$ cat config.mk
export PLATFORM = sky130hd
export DESIGN_NAME = tmw_timer
export DESIGN_NICKNAME = d
export VERILOG_FILES = /design/src/shared/tmw_pkg.sv /design/src/logic/tmw_timer.sv
export SDC_FILE = /design/constraint.sdc
export NUM_CORES = 1
export LEC_CHECK = 0
export BUFFER_PORTS_ARGS = -buffer_cell sky130_fd_sc_hd__buf_2
export CORE_MARGIN = 4
export CORE_UTILIZATION = 49
export DETAILED_ROUTE_END_ITERATION = 16
export PLACE_DENSITY = 0.89
export SETUP_SLACK_MARGIN = 0.2
export SYNTH_ARGS = -nofsm -noshare
export SYNTH_HDL_FRONTEND = slang
export SYNTH_SLANG_ARGS = --single-unit
export TNS_END_PERCENT = 1
$ cat constraint.sdc
create_clock -name clk -period 2.1 [get_ports clk]
set_input_delay 0.21 -clock clk [delete_from_list [all_inputs] [get_ports clk]]
set_output_delay 0.21 -clock clk [all_outputs]
set_load 0.02 [all_outputs]
$ cat src/shared/tmw_pkg.sv
// shared constants and types for the 8-bit timer waveform control block
`default_nettype none
package tmw_pkg;
    // ---------------------------------------------------------------
    // register byte offsets
    // ---------------------------------------------------------------
    localparam logic [7:0] OFS_CTRL_A = 8'h00;
    localparam logic [7:0] OFS_CTRL_B = 8'h04;
    localparam logic [7:0] OFS_COUNT = 8'h08;
    localparam logic [7:0] OFS_COMPARE = 8'h0C;
    localparam logic [7:0] OFS_ASYNC = 8'h10;
    localparam logic [7:0] OFS_FLAGS = 8'h14;
    // ---------------------------------------------------------------
    // field positions
    // ---------------------------------------------------------------
    localparam int COM_LSB = 6;
    localparam int WGM_LSB = 0;
    localparam int FORCE_BIT = 7;
    localparam int CS_LSB = 0;
    localparam int EXT_CLOCK_INPUT_ENABLE_BIT = 6;
    localparam int ASYNC_BIT = 5;
    localparam int CMPF_BIT = 1;
    localparam int OVF_BIT = 0;
    // ---------------------------------------------------------------
    // reset values and counter limits
    // ---------------------------------------------------------------
    localparam logic [7:0] RST_REG = 8'h00;
    localparam logic [7:0] CNT_MAX = 8'hFF;
    localparam logic [7:0] CNT_BOTTOM = 8'h00;
    localparam logic [7:0] CNT_PC_TURN = 8'hFE;
    localparam logic [7:0] CNT_PC_RISE = 8'h01;
    // ---------------------------------------------------------------
    // modes and carriers
    // ---------------------------------------------------------------
    typedef enum logic [1:0] {
        WGM_NORMAL = 2'b00,
        WGM_PHASE = 2'b01,
        WGM_CTC = 2'b10,
        WGM_FAST = 2'b11
    } tmw_wgm_e;
    typedef enum logic [1:0] {
        COM_OFF = 2'b00,
        COM_TOGGLE = 2'b01,
        COM_CLEAR = 2'b10,
        COM_SET = 2'b11
    } tmw_com_e;
    typedef struct packed {
        tmw_com_e com;
        tmw_wgm_e wgm;
    } tmw_ctrl_a_s;
    typedef struct packed {
        logic ext_clock_input_enable;
        logic async_sel;
    } tmw_async_s;
endpackage
`default_nettype wire

$ cat src/logic/tmw_timer.sv
// 8-bit timer with waveform output, clock select and APB register access
//
// The APB slave port and the address map were chosen for this implementation.
`default_nettype none

// What this block does
// nonzero compare mode routes waveform to pin, in PWM modes only 10 and 11; driver only when direction set
// non-PWM modes: 00 off, 01 toggle, 10 clear, 11 set on match
// fast PWM: 10 clear on match set at bottom; 11 inverse; else off
// phase PWM: 10 clear on up match, set on down match; 11 inverse
// PWM with compare equal TOP and upper bit set: act at TOP instead
// mode field picks sequence: normal, phase PWM, clear-on-match, fast PWM
// compare buffered to TOP in PWM; overflow at MAX, or BOTTOM in phase
// force strobe in non-PWM acts as immediate match on the output
// force strobe raises no flag and never clears the counter
// force strobe is write only and reads zero
// software writes force as zero in PWM modes
// control B bits 6 to 3 read zero
// clock select: stop, undivided, or divide by 8,32,64,128,256,1024
// counter register readable and writable by software
// counter write blocks the compare match on the next timer clock
// compare value continuously compared with counter, raising flag and output
// external clock buffer enabled with async; crystal runs only when bit zero
// software sets external clock enable before selecting async clocking
// async select chooses crystal or external clock, else the I/O clock
// match flag set on match, cleared by vector ack or one written
// normal wraps FF to 00; clear-on-match returns to zero after match
module tmw_timer
    import tmw_pkg::*;
#(
    parameter int PRESC_W = 10
) (
    input wire logic clk,
    input wire logic rst_n,
    input wire logic psel,
    input wire logic penable,
    input wire logic pwrite,
    input wire logic [7:0] paddr,
    input wire logic [31:0] pwdata,
    output logic [31:0] prdata,
    output logic pready,
    output logic pslverr,
    input wire logic port_dir,
    input wire logic port_data,
    output logic compare_output_pin,
    output logic compare_output_pin_oe_n,
    input wire logic crystal_input_pin,
    input wire logic crystal_osc_clk,
    output logic crystal_osc_run,
    output logic ext_clock_buf_en,
    input wire logic compare_vector_ack,
    input wire logic overflow_vector_ack,
    output logic compare_match_flag,
    output logic overflow_flag
);
    initial begin
        if (PRESC_W != 10) begin
            $error("tmw_timer: prescaler must be 10 bits wide");
        end
    end
    // ---------------------------------------------------------------
    // register state
    // ---------------------------------------------------------------
    tmw_ctrl_a_s timer_ctrl_a;
    tmw_async_s async_status;
    logic [2:0] clock_select_field;
    logic [7:0] counter_value, compare_value, compare_active;
    logic count_up, match_block, wave, src_prev;
    logic [PRESC_W-1:0] presc;
    // ---------------------------------------------------------------
    // apb decode
    // ---------------------------------------------------------------
    logic mapped, wr_en, wr_ctrl_a, wr_ctrl_b, wr_count, wr_compare;
    logic wr_async, wr_flags, force_compare_strobe;
    assign mapped = (paddr == OFS_CTRL_A) || (paddr == OFS_CTRL_B) || (paddr == OFS_COUNT)
        || (paddr == OFS_COMPARE) || (paddr == OFS_ASYNC) || (paddr == OFS_FLAGS);
    assign pready = 1'b1;
    assign pslverr = psel & penable & ~mapped;
    assign wr_en = psel & penable & pwrite & mapped;
    assign wr_ctrl_a = wr_en & (paddr == OFS_CTRL_A);
    assign wr_ctrl_b = wr_en & (paddr == OFS_CTRL_B);
    assign wr_count = wr_en & (paddr == OFS_COUNT);
    assign wr_compare = wr_en & (paddr == OFS_COMPARE);
    assign wr_async = wr_en & (paddr == OFS_ASYNC);
    assign wr_flags = wr_en & (paddr == OFS_FLAGS);

    // ---------------------------------------------------------------
    // mode decode
    // ---------------------------------------------------------------
    logic is_pwm, top_case;
    assign is_pwm = (timer_ctrl_a.wgm == WGM_PHASE) || (timer_ctrl_a.wgm == WGM_FAST);
    // only non-PWM modes honour the strobe; PWM writes with a one are harmless
    assign force_compare_strobe = wr_ctrl_b & pwdata[FORCE_BIT] & ~is_pwm;
    assign top_case = is_pwm & timer_ctrl_a.com[1] & (compare_active == CNT_MAX);

    // ---------------------------------------------------------------
    // clock source and prescaler
    // ---------------------------------------------------------------
    logic src_level, src_tick, tick;
    logic [PRESC_W-1:0] tap_mask;
    // inputs arrive synchronous, so a plain edge compare is enough
    assign src_level = async_status.ext_clock_input_enable ? crystal_input_pin : crystal_osc_clk;
    assign src_tick = async_status.async_sel ? (src_level & ~src_prev) : 1'b1;

    always_ff @(posedge clk or negedge rst_n) begin
        if (!rst_n) begin
            src_prev <= 1'b0;
        end else begin
            src_prev <= src_level;
        end
    end

    // free running: first divided tick lands anywhere within one period
    always_ff @(posedge clk or negedge rst_n) begin
        if (!rst_n) begin
            presc <= '0;
        end else if (src_tick) begin
            presc <= presc + 1'b1;
        end
    end

    always_comb begin
        unique case (clock_select_field)
            3'h2: tap_mask = 10'h007;
            3'h3: tap_mask = 10'h01F;
            3'h4: tap_mask = 10'h03F;
            3'h5: tap_mask = 10'h07F;
            3'h6: tap_mask = 10'h0FF;
            3'h7: tap_mask = 10'h3FF;
            default: tap_mask = 10'h000;
        endcase
    end

    assign tick = (clock_select_field != 3'h0) & src_tick
        & ((presc & tap_mask) == tap_mask);

    // ---------------------------------------------------------------
    // counter sequence
    // ---------------------------------------------------------------
    logic [7:0] next_count;
    logic next_up, ovf_event, raw_match, wave_match, at_top, chk_wrote;
    assign raw_match = tick & (counter_value == compare_active) & ~match_block;
    assign wave_match = raw_match & ~top_case;
    assign at_top = tick & count_up & (counter_value == CNT_MAX);

    always_comb begin
        next_count = counter_value;
        next_up = count_up;
        ovf_event = 1'b0;
        unique case (timer_ctrl_a.wgm)
            WGM_NORMAL, WGM_FAST: begin
                next_count = counter_value + 8'h01;
                next_up = 1'b1;
                ovf_event = (counter_value == CNT_MAX);
            end
            WGM_CTC: begin
                // top is the compare value; a force never reaches here
                next_count = (counter_value == compare_active) ? CNT_BOTTOM
                    : counter_value + 8'h01;
                next_up = 1'b1;
                ovf_event = (counter_value == CNT_MAX);
            end
            WGM_PHASE: begin
                if (count_up) begin
                    if (counter_value == CNT_MAX) begin
                        next_count = CNT_PC_TURN;
                        next_up = 1'b0;
                    end else begin
                        next_count = counter_value + 8'h01;
                    end
                end else if (counter_value == CNT_BOTTOM) begin
                    next_count = CNT_PC_RISE;
                    next_up = 1'b1;
                    ovf_event = 1'b1;
                end else begin
                    next_count = counter_value - 8'h01;
                end
            end
        endcase
    end

    always_ff @(posedge clk or negedge rst_n) begin
        if (!rst_n) begin
            counter_value <= RST_REG;
            count_up <= 1'b1;
        end else if (wr_count) begin
            counter_value <= pwdata[7:0];
        end else if (tick) begin
            counter_value <= next_count;
            count_up <= next_up;
        end
    end

    always_ff @(posedge clk or negedge rst_n) begin
        if (!rst_n) begin
            match_block <= 1'b0;
        end else if (wr_count) begin
            match_block <= 1'b1;
        end else if (tick) begin
            match_block <= 1'b0;
        end
    end

    // ---------------------------------------------------------------
    // control registers
    // ---------------------------------------------------------------
    always_ff @(posedge clk or negedge rst_n) begin
        if (!rst_n) begin
            timer_ctrl_a <= tmw_ctrl_a_s'(4'h0);
            clock_select_field <= 3'h0;
            async_status <= tmw_async_s'(2'h0);
        end else begin
            if (wr_ctrl_a) begin
                timer_ctrl_a.com <= tmw_com_e'(pwdata[COM_LSB+1:COM_LSB]);
                timer_ctrl_a.wgm <= tmw_wgm_e'(pwdata[WGM_LSB+1:WGM_LSB]);
            end
            if (wr_ctrl_b) begin
                clock_select_field <= pwdata[CS_LSB+2:CS_LSB];
            end
            if (wr_async) begin
                async_status.ext_clock_input_enable <= pwdata[EXT_CLOCK_INPUT_ENABLE_BIT];
                async_status.async_sel <= pwdata[ASYNC_BIT];
            end
        end
    end

    // buffered compare: PWM waits for TOP so a period never glitches
    always_ff @(posedge clk or negedge rst_n) begin
        if (!rst_n) begin
            compare_value <= RST_REG;
            compare_active <= RST_REG;
        end else begin
            if (wr_compare) begin
                compare_value <= pwdata[7:0];
            end
            if (!is_pwm || at_top) begin
                compare_active <= compare_value;
            end
        end
    end

    // ---------------------------------------------------------------
    // waveform output
    // ---------------------------------------------------------------
    logic next_wave, pin_override;
    always_comb begin
        next_wave = wave;
        unique case (timer_ctrl_a.wgm)
            WGM_NORMAL, WGM_CTC: begin
                if (wave_match || force_compare_strobe) begin
                    unique case (timer_ctrl_a.com)
                        COM_OFF: next_wave = wave;
                        COM_TOGGLE: next_wave = ~wave;
                        COM_CLEAR: next_wave = 1'b0;
                        COM_SET: next_wave = 1'b1;
                    endcase
                end
            end
            WGM_FAST: begin
                if (wave_match && timer_ctrl_a.com[1]) begin
                    next_wave = timer_ctrl_a.com[0];
                end
                if (at_top && timer_ctrl_a.com[1]) begin
                    next_wave = ~timer_ctrl_a.com[0];
                end
            end
            WGM_PHASE: begin
                if (wave_match && timer_ctrl_a.com[1]) begin
                    next_wave = count_up ? timer_ctrl_a.com[0] : ~timer_ctrl_a.com[0];
                end
                if (at_top && top_case) begin
                    next_wave = ~timer_ctrl_a.com[0];
                end
            end
        endcase
    end

    always_ff @(posedge clk or negedge rst_n) begin
        if (!rst_n) begin
            wave <= 1'b0;
        end else begin
            wave <= next_wave;
        end
    end

    assign pin_override = is_pwm ? timer_ctrl_a.com[1] : (timer_ctrl_a.com != COM_OFF);
    assign compare_output_pin = pin_override ? wave : port_data;
    assign compare_output_pin_oe_n = ~port_dir;

    // ---------------------------------------------------------------
    // clock source pins
    // ---------------------------------------------------------------
    assign ext_clock_buf_en = async_status.ext_clock_input_enable & async_status.async_sel;
    assign crystal_osc_run = ~async_status.ext_clock_input_enable;

    // ---------------------------------------------------------------
    // status flags, set wins over clear
    // ---------------------------------------------------------------
    always_ff @(posedge clk or negedge rst_n) begin
        if (!rst_n) begin
            compare_match_flag <= 1'b0;
        end else if (raw_match) begin
            compare_match_flag <= 1'b1;
        end else if (compare_vector_ack || (wr_flags && pwdata[CMPF_BIT])) begin
            compare_match_flag <= 1'b0;
        end
    end

    always_ff @(posedge clk or negedge rst_n) begin
        if (!rst_n) begin
            overflow_flag <= 1'b0;
        end else if (tick && ovf_event && !wr_count) begin
            overflow_flag <= 1'b1;
        end else if (overflow_vector_ack || (wr_flags && pwdata[OVF_BIT])) begin
            overflow_flag <= 1'b0;
        end
    end

    // ---------------------------------------------------------------
    // read data, captured in the setup cycle
    // ---------------------------------------------------------------
    logic [7:0] rd_byte;
    always_comb begin
        unique case (paddr)
            OFS_CTRL_A: rd_byte = {timer_ctrl_a.com, 4'h0, timer_ctrl_a.wgm};
            OFS_CTRL_B: rd_byte = {5'h00, clock_select_field};
            OFS_COUNT: rd_byte = counter_value;
            OFS_COMPARE: rd_byte = compare_value;
            OFS_ASYNC: rd_byte = {1'b0, async_status.ext_clock_input_enable, async_status.async_sel, 5'h00};
            OFS_FLAGS: rd_byte = {6'h00, compare_match_flag, overflow_flag};
            default: rd_byte = 8'h00;
        endcase
    end

    always_ff @(posedge clk or negedge rst_n) begin
        if (!rst_n) begin
            prdata <= 32'h0000_0000;
        end else if (psel && !penable && !pwrite) begin
            prdata <= {24'h00_0000, rd_byte};
        end
    end

    // helper: a counter write stays pending until the next timer clock
    always_ff @(posedge clk or negedge rst_n) begin
        if (!rst_n) begin
            chk_wrote <= 1'b0;
        end else if (wr_count || tick) begin
            chk_wrote <= wr_count;
        end
    end
endmodule
`default_nettype wire

Yosys cells after proc, flatten, opt, wreduce, memory -nomap -nowiden. Index checks and enable logic that the tools add are counted.

Register bits: 57. Input bits: 51. Output and inout bits: 40.

Bitwise operators: 34. Reduce and logical (&&, ||, !) cells: 37. $add $sub $neg: 3. Eq/ne operators: 25. Muxes and demuxes: 33.

Operators by type and width (count): 10-bit one-hot mux with 6 select lines (1); 8-bit two-way mux (6); 8-bit one-hot mux with 6 select lines (1); 8-bit one-hot mux with 3 select lines (1); 1-bit AND (23); 1-bit two-way mux (20); 8-bit by 4-bit == test with 1-bit output, second input constant (2); 8-bit by 5-bit == test with 1-bit output, second input constant (2); 8-bit == test, second input constant (2); 8-bit zero test (2); 3-bit == test, second input constant (4); 10-bit by 1-bit adder with 10-bit output, second input constant (1); 10-bit AND (1); 10-bit == test (1); 1-bit logical OR (10); 1-bit NOT (10); 1-bit logical AND (9); 8-bit by 1-bit adder with 8-bit output, second input constant (1); 2-bit == test, second input constant (4); 8-bit by 3-bit == test with 1-bit output, second input constant (1); 8-bit == test (1); 2-bit nonzero test (4); 8-bit by 1-bit subtractor with 8-bit output, second input constant (1); 3-bit by 2-bit == test with 1-bit output, second input constant (2); other kinds (12) (22).

Logic depth before layout (Yosys ltp). Gate-level depths: netlist of the first run.

Depth in word-level cells: 13. Mapped depth: 10. Gate-level depth less buffers: 9.

Worst setup path before layout of the first run. OpenSTA, ideal clock, no wires.

Path type: register to register. Start: reg clock_select_field[2]. End: reg wave. Library setup time: 125 ps. Arrival: 2095 ps. Setup slack: -120 ps. Stages on the path, launching flop included: 9. Required time: 1975 ps. Clock period less this slack: 2220 ps. Cells stage by stage: dfrtp_1 clkbuf_1 o21ba_2 a31oi_1 a2111o_1 nor4_2 nand2b_1 a21oi_2 mux2_2.

Cells in the longest elaborated chain, start to end: 11. Elaborated cells on any way between the ends: 28.

RTL lines: start, declared (line tmw_timer.sv:66) `logic [2:0] clock_select_field;`; start signal, assigned (line tmw_timer.sv:218) `clock_select_field <= pwdata[CS_LSB+2:CS_LSB];`; 3-bit == test or 3-bit by 2-bit == test with 1-bit output (tied branches) (line tmw_timer.sv:123) `unique case (clock_select_field)`; 10-bit one-hot mux with 6 select lines (line tmw_timer.sv:123); 10-bit AND (line tmw_timer.sv:135) `& ((presc & tap_mask) == tap_mask);`; 10-bit == test (line tmw_timer.sv:135); 1-bit AND * (line tmw_timer.sv:135); 1-bit AND (2 in a row) (line tmw_timer.sv:142) `assign raw_match = tick & (counter_value == compare_active) & ~match_block;`; 1-bit AND (line tmw_timer.sv:143) `assign wave_match = raw_match & ~top_case;`; 1-bit logical AND or 1-bit logical OR (tied branches) (line tmw_timer.sv:260, tmw_timer.sv:268, tmw_timer.sv:250); 3-bit by 1-bit != test with 1-bit output (no line) or 2-bit != test (tied branches); 4-bit AND reduction (no line); end signal, assigned (line tmw_timer.sv:282) `wave <= next_wave;`; end, declared (line tmw_timer.sv:68) `logic count_up, match_block, wave, src_prev;`.

Mark *: on every way between the ends. The rest lies on a longest branch, timed or not. A chain may end at the register's enable or synchronous reset.

Worst setup path in the final report of the first run.
Start: reg clock_select_field[0]. End: reg counter_value[6].

Cells in the longest elaborated chain, start to end: 6. Elaborated cells on any way between the ends: 13.

RTL lines: 3-bit == test or 3-bit by 2-bit == test with 1-bit output (tied branches) (line tmw_timer.sv:123); 10-bit one-hot mux with 6 select lines (line tmw_timer.sv:123); 10-bit AND (line tmw_timer.sv:135); 10-bit == test (line tmw_timer.sv:135); 1-bit AND * (line tmw_timer.sv:135); 2-bit nonzero test (no line) *; end signal, assigned (line tmw_timer.sv:187) `counter_value <= pwdata[7:0];`; end signal, assigned (line tmw_timer.sv:189) `counter_value <= next_count;`; end, declared (line tmw_timer.sv:67) `logic [7:0] counter_value, compare_value, compare_active;`.

Marked as above.

==> results of run 1 <==
-- worst register-to-register path, cell delays in order (launching register included) --
cell      delay (ns)
dfrtp_1         0.44
o21ba_4         0.24
a31oi_2         0.23
a2111o_1        0.27
buf_6           0.22
nor2_2          0.05
buf_4           0.16
a22oi_1         0.20
o211ai_1        0.16
o21a_1          0.13
-- Yosys cell counts, types with 12 or more instances --
cell and number:
xnor2_1 20, buf_4 25, inv_1 16, nand2_1 33, nor2_1 31, dfrtp_1 56, a21oi_1 12, nand3_1 13
o21ai_0 22, mux2_2 27, clkbuf_1 15
-- state kept, by name, summed over array words and instances (netlist names), 2 cells and up --
| register | flops |
|---|---|
| clock_select_field | 3 |
| counter_value | 8 |
| prdata | 8 |
| timer_ctrl_a | 4 |
| presc | 10 |
| compare_value | 8 |
| compare_active | 8 |
| async_status | 2 |
-- how the worst max path moves through the flow --
stage,end,slack [ns]
2_1_floorplan,wave$_DFFE_PN0P_,-0.02
3_3_place_gp,wave$_DFFE_PN0P_,-0.02
3_5_place_dp,wave$_DFFE_PN0P_,-0.13
4_1_cts,wave$_DFFE_PN0P_,-0.06
5_1_grt,wave$_DFFE_PN0P_,-0.19
6_report,counter_value[6]$_DFFE_PN0P_,-0.09
-- through the flow --
stage	setup TNS (ns)	hold slack, ns
final	-0.227	0.143
after global placement	-0.0198	0.242
after CTS	-0.0987	0.142
after floorplan	-0.0162	-0.0856
after detailed placement	-0.465	0.261
after global routing	-0.927	0.146
-- routing by layer --
| layer | up-vias | part of all wire (%) | GRT usage (%) |
|---|---|---|---|
| met4 | 0 | 3.3 | 10.6 |
| met2 | 230 | 50 | 41.2 |
| met1 | 1696 | 37 | 29.2 |
| met3 | 40 | 9.4 | 7.58 |
| met5 | - | 0 | 0 |
| li1 | 1540 | - | - |
-- power by group --
group	leakage (nW)	total [mW]	switching [mW]	internal [mW]
sequential	0.737	1.19	0.0386	1.15
clock	0.112	1.12	0.448	0.669
combinational	1.24	0.372	0.215	0.157
total	2.09	2.68	0.702	1.98
-- cells by family (layout without fill, tap and decap cells) --
group | Yosys count | after routing | share of synthesized area [%]
AOI/OAI and AO/OA | 86 | 86 | 16.6
xor gates and xnor gates | 22 | 22 | 5.17
adders and majority gates | 8 | 8 | 2.69
buffers and inverters | 62 | 124 | 8.93
DFF | 57 | 57 | 38.3
muxes | 35 | 35 | 10.3
other | 2 | 25 | 0.202
and+or+nand+nor | 129 | 129 | 17.8
-- what timing repair did --
item                                    4_1_cts  5_1_grt
resized for setup                            22        3
endpoints found under the setup margin       18       19
hold buffers                                  1        0
endpoints found under the hold margin        25        0
pin swaps                                     6        1
-- area by class of cell --
type / instances / area share [%]
Multi-Input combinational cell: 305 / 46.8
Sequential cell: 57 / 31.2
Timing Repair Buffer: 93 / 13.3
Clock buffer: 13 / 3.90
Tap cell: 99 / 2.70
Inverter: 16 / 1.31
Clock inverter: 2 / 0.764
==> flow_metrics.py, run 1 <==
metrics = {
    "cts": {
        "numCtsBuffers": 9,
        "clock_path_buffers": 2,
        "clock_latency_ns": 0.34,
        "cts.sink_count": 57,
        "cts_tree": "done",
        "root_buffer": "clkbuf_8",
        "clkTransAtPathRegs_ns": 0.07,
        "post-cts-setup-buffer-count": 0,
        "htreeDepth": 3,
    },
    "floorplanning": {
        "die-area_mm2": 0.00906,
        "num_io_pins": 91,
        "placementRows": 31,
        "die_x_um": 95.2,
        "start_util_pct": 50.8,
        "core-area_mm2": 0.00733,
        "die_h_um": 95.2,
    },
    "critical_path": {
        "critPathKind": "reg2reg",
        "reg2reg_to": "counter_value[6]$_DFFE_PN0P_",
        "path_buf_inv": 2,
        "reg2reg_slack_ns": -0.09,
        "cp_top_family": "compound AO/OA/AOI/OAI gates",
        "critPathArrivalTime_ns": 2.42,
        "path_cells": "o21ba_4 -> a31oi_2 -> a2111o_1 -> buf_6 -> nor2_2 -> buf_4 -> a22oi_1 -> o211ai_1 -> o21a_1",
        "r2r_cells": 9,
        "max_stage_delay_ns": 0.44,
        "cp-startpoint": "clock_select_field[0]$_DFFE_PN0N_",
        "start_kind": "flop",
        "cp_num_cells": 9,
        "cp_max_fo": 15,
        "timing.rr.start": "clock_select_field[0]$_DFFE_PN0N_",
        "cp.required_ns": 2.33,
        "critical_path.slowest_cell": "dfrtp_1",
        "endpoint_kind": "flop",
    },
    "power_and_ir_drop": {
        "power.density_mw_per_mm2": 585,
        "cellLeakagePower_nw": 2.09,
        "ir_drop_v": 0.000414,
        "p_total_mw": 2.68,
    },
    "layout": {
        "layout.nets": 541,
        "stdcell_count": 585,
        "area_growth_pct": 23.0,
        "seqCellArea_mm2": 0.00143,
        "final_core_util_pct": 62.5,
        "final_cell_mix": "54 x dfrtp_1, 50 x buf_4, 40 x buf_2, 33 x nand2_1, 29 x nor2_1",
        "multiInputGateArea_mm2": 0.00215,
        "num_antenna_cells": 0,
        "final_common_cell": "dfrtp_1",
        "drive_above_1_share_pct": 33.3,
        "fill_cells": 553,
        "finalInstanceArea_mm2": 0.00458,
    },
    "timing": {
        "drv_slew": 0,
        "grt_setup_unrepaired": "true",
        "period_minus_slack_ns": 2.19,
        "finalHoldViolCount": 0,
        "fmax_mhz": 457,
        "slew_headroom_pct": 56.3,
        "skew_ns": 0.00747,
        "setup_violations": 5,
        "fin_crit_sh_pct": 104,
        "worst_pin_slew_ns": 0.655,
        "setup_ws_ns": -0.0874,
    },
    "status": {
        "violations": "negative setup slack",
        "outcome": "finished with violations",
    },
    "yosys": {
        "avgSynthCellArea_um2": 9.29,
        "post_synth_num_cell_types": 63,
        "yosys_warnings": 0,
        "synth_area_mm2": 0.00372,
        "synth_top_area_share_pct": 37.6,
        "synth-main-ff-cell": "dfrtp_1",
        "synth-seq-cells": 57,
        "seq_area_frac_synth_pct": 38.3,
        "async_flop_share_pct": 100,
        "synth_area_leaders": "dfrtp_1 38%, mux2_2 8.2%, buf_4 5.0%",
        "syn_inst": 401,
        "synth_edf_count": 0,
        "synth_area_leader_cell": "dfrtp_1",
    },
    "placement": {
        "gp_congestion": 0.932,
        "port_buffers": 41,
        "placed_cell_area_mm2": 0.00427,
        "dpl.cell_count": 569,
        "hpwlAfterDp_um": 7620,
        "pre_cts_slack_ns": -0.133,
    },
    "detailed_routing": {
        "wl_per_cell_um": 18.7,
        "drc": 0,
        "ant_nets": 0,
        "num_vias": 3506,
        "wirelength_um": 11000,
        "dr.pass1.iters": 5,
        "drt_iter0_markers": 400,
        "routed_via_density": 5.99,
    },
    "worst_hold_path": {
        "hold_path_startpoint": "pwdata[4]",
        "whs_endpoint": "compare_value[4]$_DFFE_PN0P_",
        "hp-class": "in2reg",
        "hold_depth": 2,
    },
    "grt": {
        "grt_use_total_pct": 24.7,
        "grt_pass1_wl_um": 17300,
        "grt_max_degree": 28,
        "antenna_found_initial": 0,
        "grt_pass1_vias": 3556,
        "overflow": 0,
    },
    "run": {
        "max_cap_viol_count": 0,
    },
}
Note: power is estimated with default switching activity, not from simulation.
==> inputs of run 2 (changes only) <==
Settings changed: CORE_UTILIZATION 49 to 47, PLACE_DENSITY 0.89 to 0.86.
==> flow_metrics.py, run 2 (synthesis gave the netlist of run 1 again) <==
metrics = {
    "layout": {
        "fill_cells": 605,
        "seqCellArea_mm2": 0.00143,
        "final_cell_mix": "53 x dfrtp_1, 43 x buf_4, 41 x buf_2, 33 x nand2_1, 30 x nor2_1",
        "area_growth_pct": 22.4,
        "final_core_util_pct": 59.0,
        "stdcell_count": 582,
        "drive_above_1_share_pct": 32.3,
        "multiInputGateArea_mm2": 0.00213,
        "layout.nets": 535,
        "final_common_cell": "dfrtp_1",
        "largest_reg_flops": 10,
        "max_flop_register": "presc",
        "num_antenna_cells": 0,
    },
    "detailed_routing": {
        "ant_nets": 0,
        "drt_iter0_markers": 297,
        "num_vias": 3399,
        "routed_via_density": 5.84,
        "drc": 0,
        "wl_per_cell_um": 17.6,
        "dr.pass1.iters": 5,
        "wirelength_um": 10200,
    },
    "power_and_ir_drop": {
        "power.switching_mw": 0.666,
        "power.density_mw_per_mm2": 597,
        "cellLeakagePower_nw": 2.05,
        "combPwrFrac_pct": 12.5,
        "p_int_mw": 2.06,
        "p_sw_share_pct": 24.5,
        "p_clk_share_pct": 43.7,
        "seqPwrFrac_pct": 43.9,
        "ir_drop_v": 0.000475,
    },
    "grt": {
        "overflow": 0,
        "use_met3_pct": 7.21,
        "grt_pass1_wl_um": 16400,
        "use_met1_pct": 24.4,
        "met2_usage_pct": 36.3,
        "grt_max_degree": 58,
        "grt_busiest_layer": "met2",
        "grt_pass1_vias": 3449,
        "grt_use_total_pct": 21.6,
        "antenna_found_initial": 0,
    },
    "cts": {
        "clock_path_buffers": 2,
        "clock_latency_ns": 0.34,
        "root_buffer": "clkbuf_8",
        "clkTransAtPathRegs_ns": 0.07,
        "cts_tree": "done",
        "htreeDepth": 3,
        "cts.sink_count": 57,
        "numCtsBuffers": 9,
    },
    "critical_path": {
        "critPathKind": "reg2reg",
        "max_stage_delay_ns": 0.40,
        "path_buf_inv": 2,
        "path_cells": "mux2i_2 -> o21a_4 -> a2111oi_4 -> buf_4 -> buf_4 -> a31oi_1 -> a21oi_1 -> o221ai_1 -> mux2_4",
        "cp.required_ns": 2.33,
        "start_kind": "flop",
        "endpoint_kind": "flop",
        "crit_top_cell": "buf_4",
        "critical_path.slowest_cell": "dfrtp_1",
        "timing.rr.start": "async_status[1]$_DFFE_PN0P_",
        "cp_max_fo": 4,
        "critPathArrivalTime_ns": 2.45,
        "cp_top_family": "compound AO/OA/AOI/OAI gates",
        "cp-startpoint": "async_status[1]$_DFFE_PN0P_",
    },
    "floorplanning": {
        "num_io_pins": 91,
        "die_x_um": 97.0,
        "start_util_pct": 48.2,
        "die_h_um": 97.0,
        "die-area_mm2": 0.00941,
        "core-area_mm2": 0.00773,
        "placementRows": 32,
    },
    "placement": {
        "port_buffers": 41,
        "dpl.cell_count": 564,
        "gp_congestion": 0.913,
        "hpwlAfterDp_um": 7310,
    },
    "timing": {
        "fin_hold_ws_ns": 0.135,
        "setup_violations": 15,
        "drv_slew": 0,
        "finalHoldViolCount": 0,
        "grt_setup_unrepaired": "true",
        "skew_ns": 0.0139,
        "period_minus_slack_ns": 2.22,
        "fin_crit_sh_pct": 106,
        "fmax_mhz": 450,
        "setup_ws_ns": -0.120,
    },
    "status": {
        "outcome": "finished with violations",
        "violations": "negative setup slack",
    },
    "run": {
        "max_cap_viol_count": 0,
    },
    "worst_hold_path": {
        "hp-class": "in2reg",
        "hold_path_startpoint": "pwdata[3]",
    },
}
==> run 2: per-stage QoR <==
stage	TNS [ns]	setup slack (ns)	instance area (um2)	total power [mW]
after floorplan	-0.0162	-0.0162	3840	1.42
after global placement	-0.0237	-0.0237	4240	1.53
after detailed placement	-0.562	-0.103	4240	1.54
after CTS	-0.201	-0.0512	4500	2.72
after global routing	-2.44	-0.196	4560	2.83
final	-1.29	-0.120	4560	2.72
==> run 2: timing repair <==
action / CTS / global route
gates cloned: 0 / 0
setup endpoints to repair: 18 / 22
setup buffers: 0 / 2
hold endpoints to repair: 56 / 0
pin swaps: 2 / 8
resized for setup: 6 / 14
hold buffers: 1 / 0
==> run 2: power by group through the flow <==
stage | logic, mW | clock network (mW) | registers, mW
6_report | 0.339 | 1.19 | 1.19
5_1_grt | 0.372 | 1.26 | 1.20
4_1_cts | 0.334 | 1.19 | 1.19
3_5_place_dp | 0.331 | 0 | 1.21
3_3_place_gp | 0.320 | 0 | 1.21
2_1_floorplan | 0.195 | 0 | 1.22
==> run 2: worst paths after layout <==
kind / end / slack [ns] / depth (start not counted)
hold reg to reg: prdata[1]$_DFFE_PN0P_ / 0.48 / 2
min in group asynchronous: presc[9]$_DFFE_PN0N_ / 0.40 / 3
setup / recovery: wave$_DFFE_PN0P_ / -0.12 / 9
setup reg to reg: wave$_DFFE_PN0P_ / -0.12 / 9
hold / removal: compare_value[3]$_DFFE_PN0P_ / 0.13 / 2
max in group asynchronous: count_up$_DFFE_PN1P_ / 1.39 / 3
==> run 2: final cells by class <==
type	instances	share of cell area, %
multi-input cells	305	46.8
flip-flops and latches	57	31.4
repair buffers	87	12.7
clock buffers	13	3.71
well taps	102	2.80
clock inverters	2	1.32
inverters	16	1.32
==> run 2: worst register-to-register path: cells and delay by family, from the launching register on <==
family                 cells  cell delay, ns
flip-flops                 1            0.40
multiplexers               2            0.46
buffers and inverters      2            0.33
AO/OA/AOI/OAI              5            0.93
==> run 2: per-layer routing <==
metal	share of wire, %	routed length (um)	vias to the layer above
met5	0	0	-
met4	5.0	508	0
met3	8.8	899	61
met2	48	4900	184
met1	38	3940	1626
li1	-	-	1528
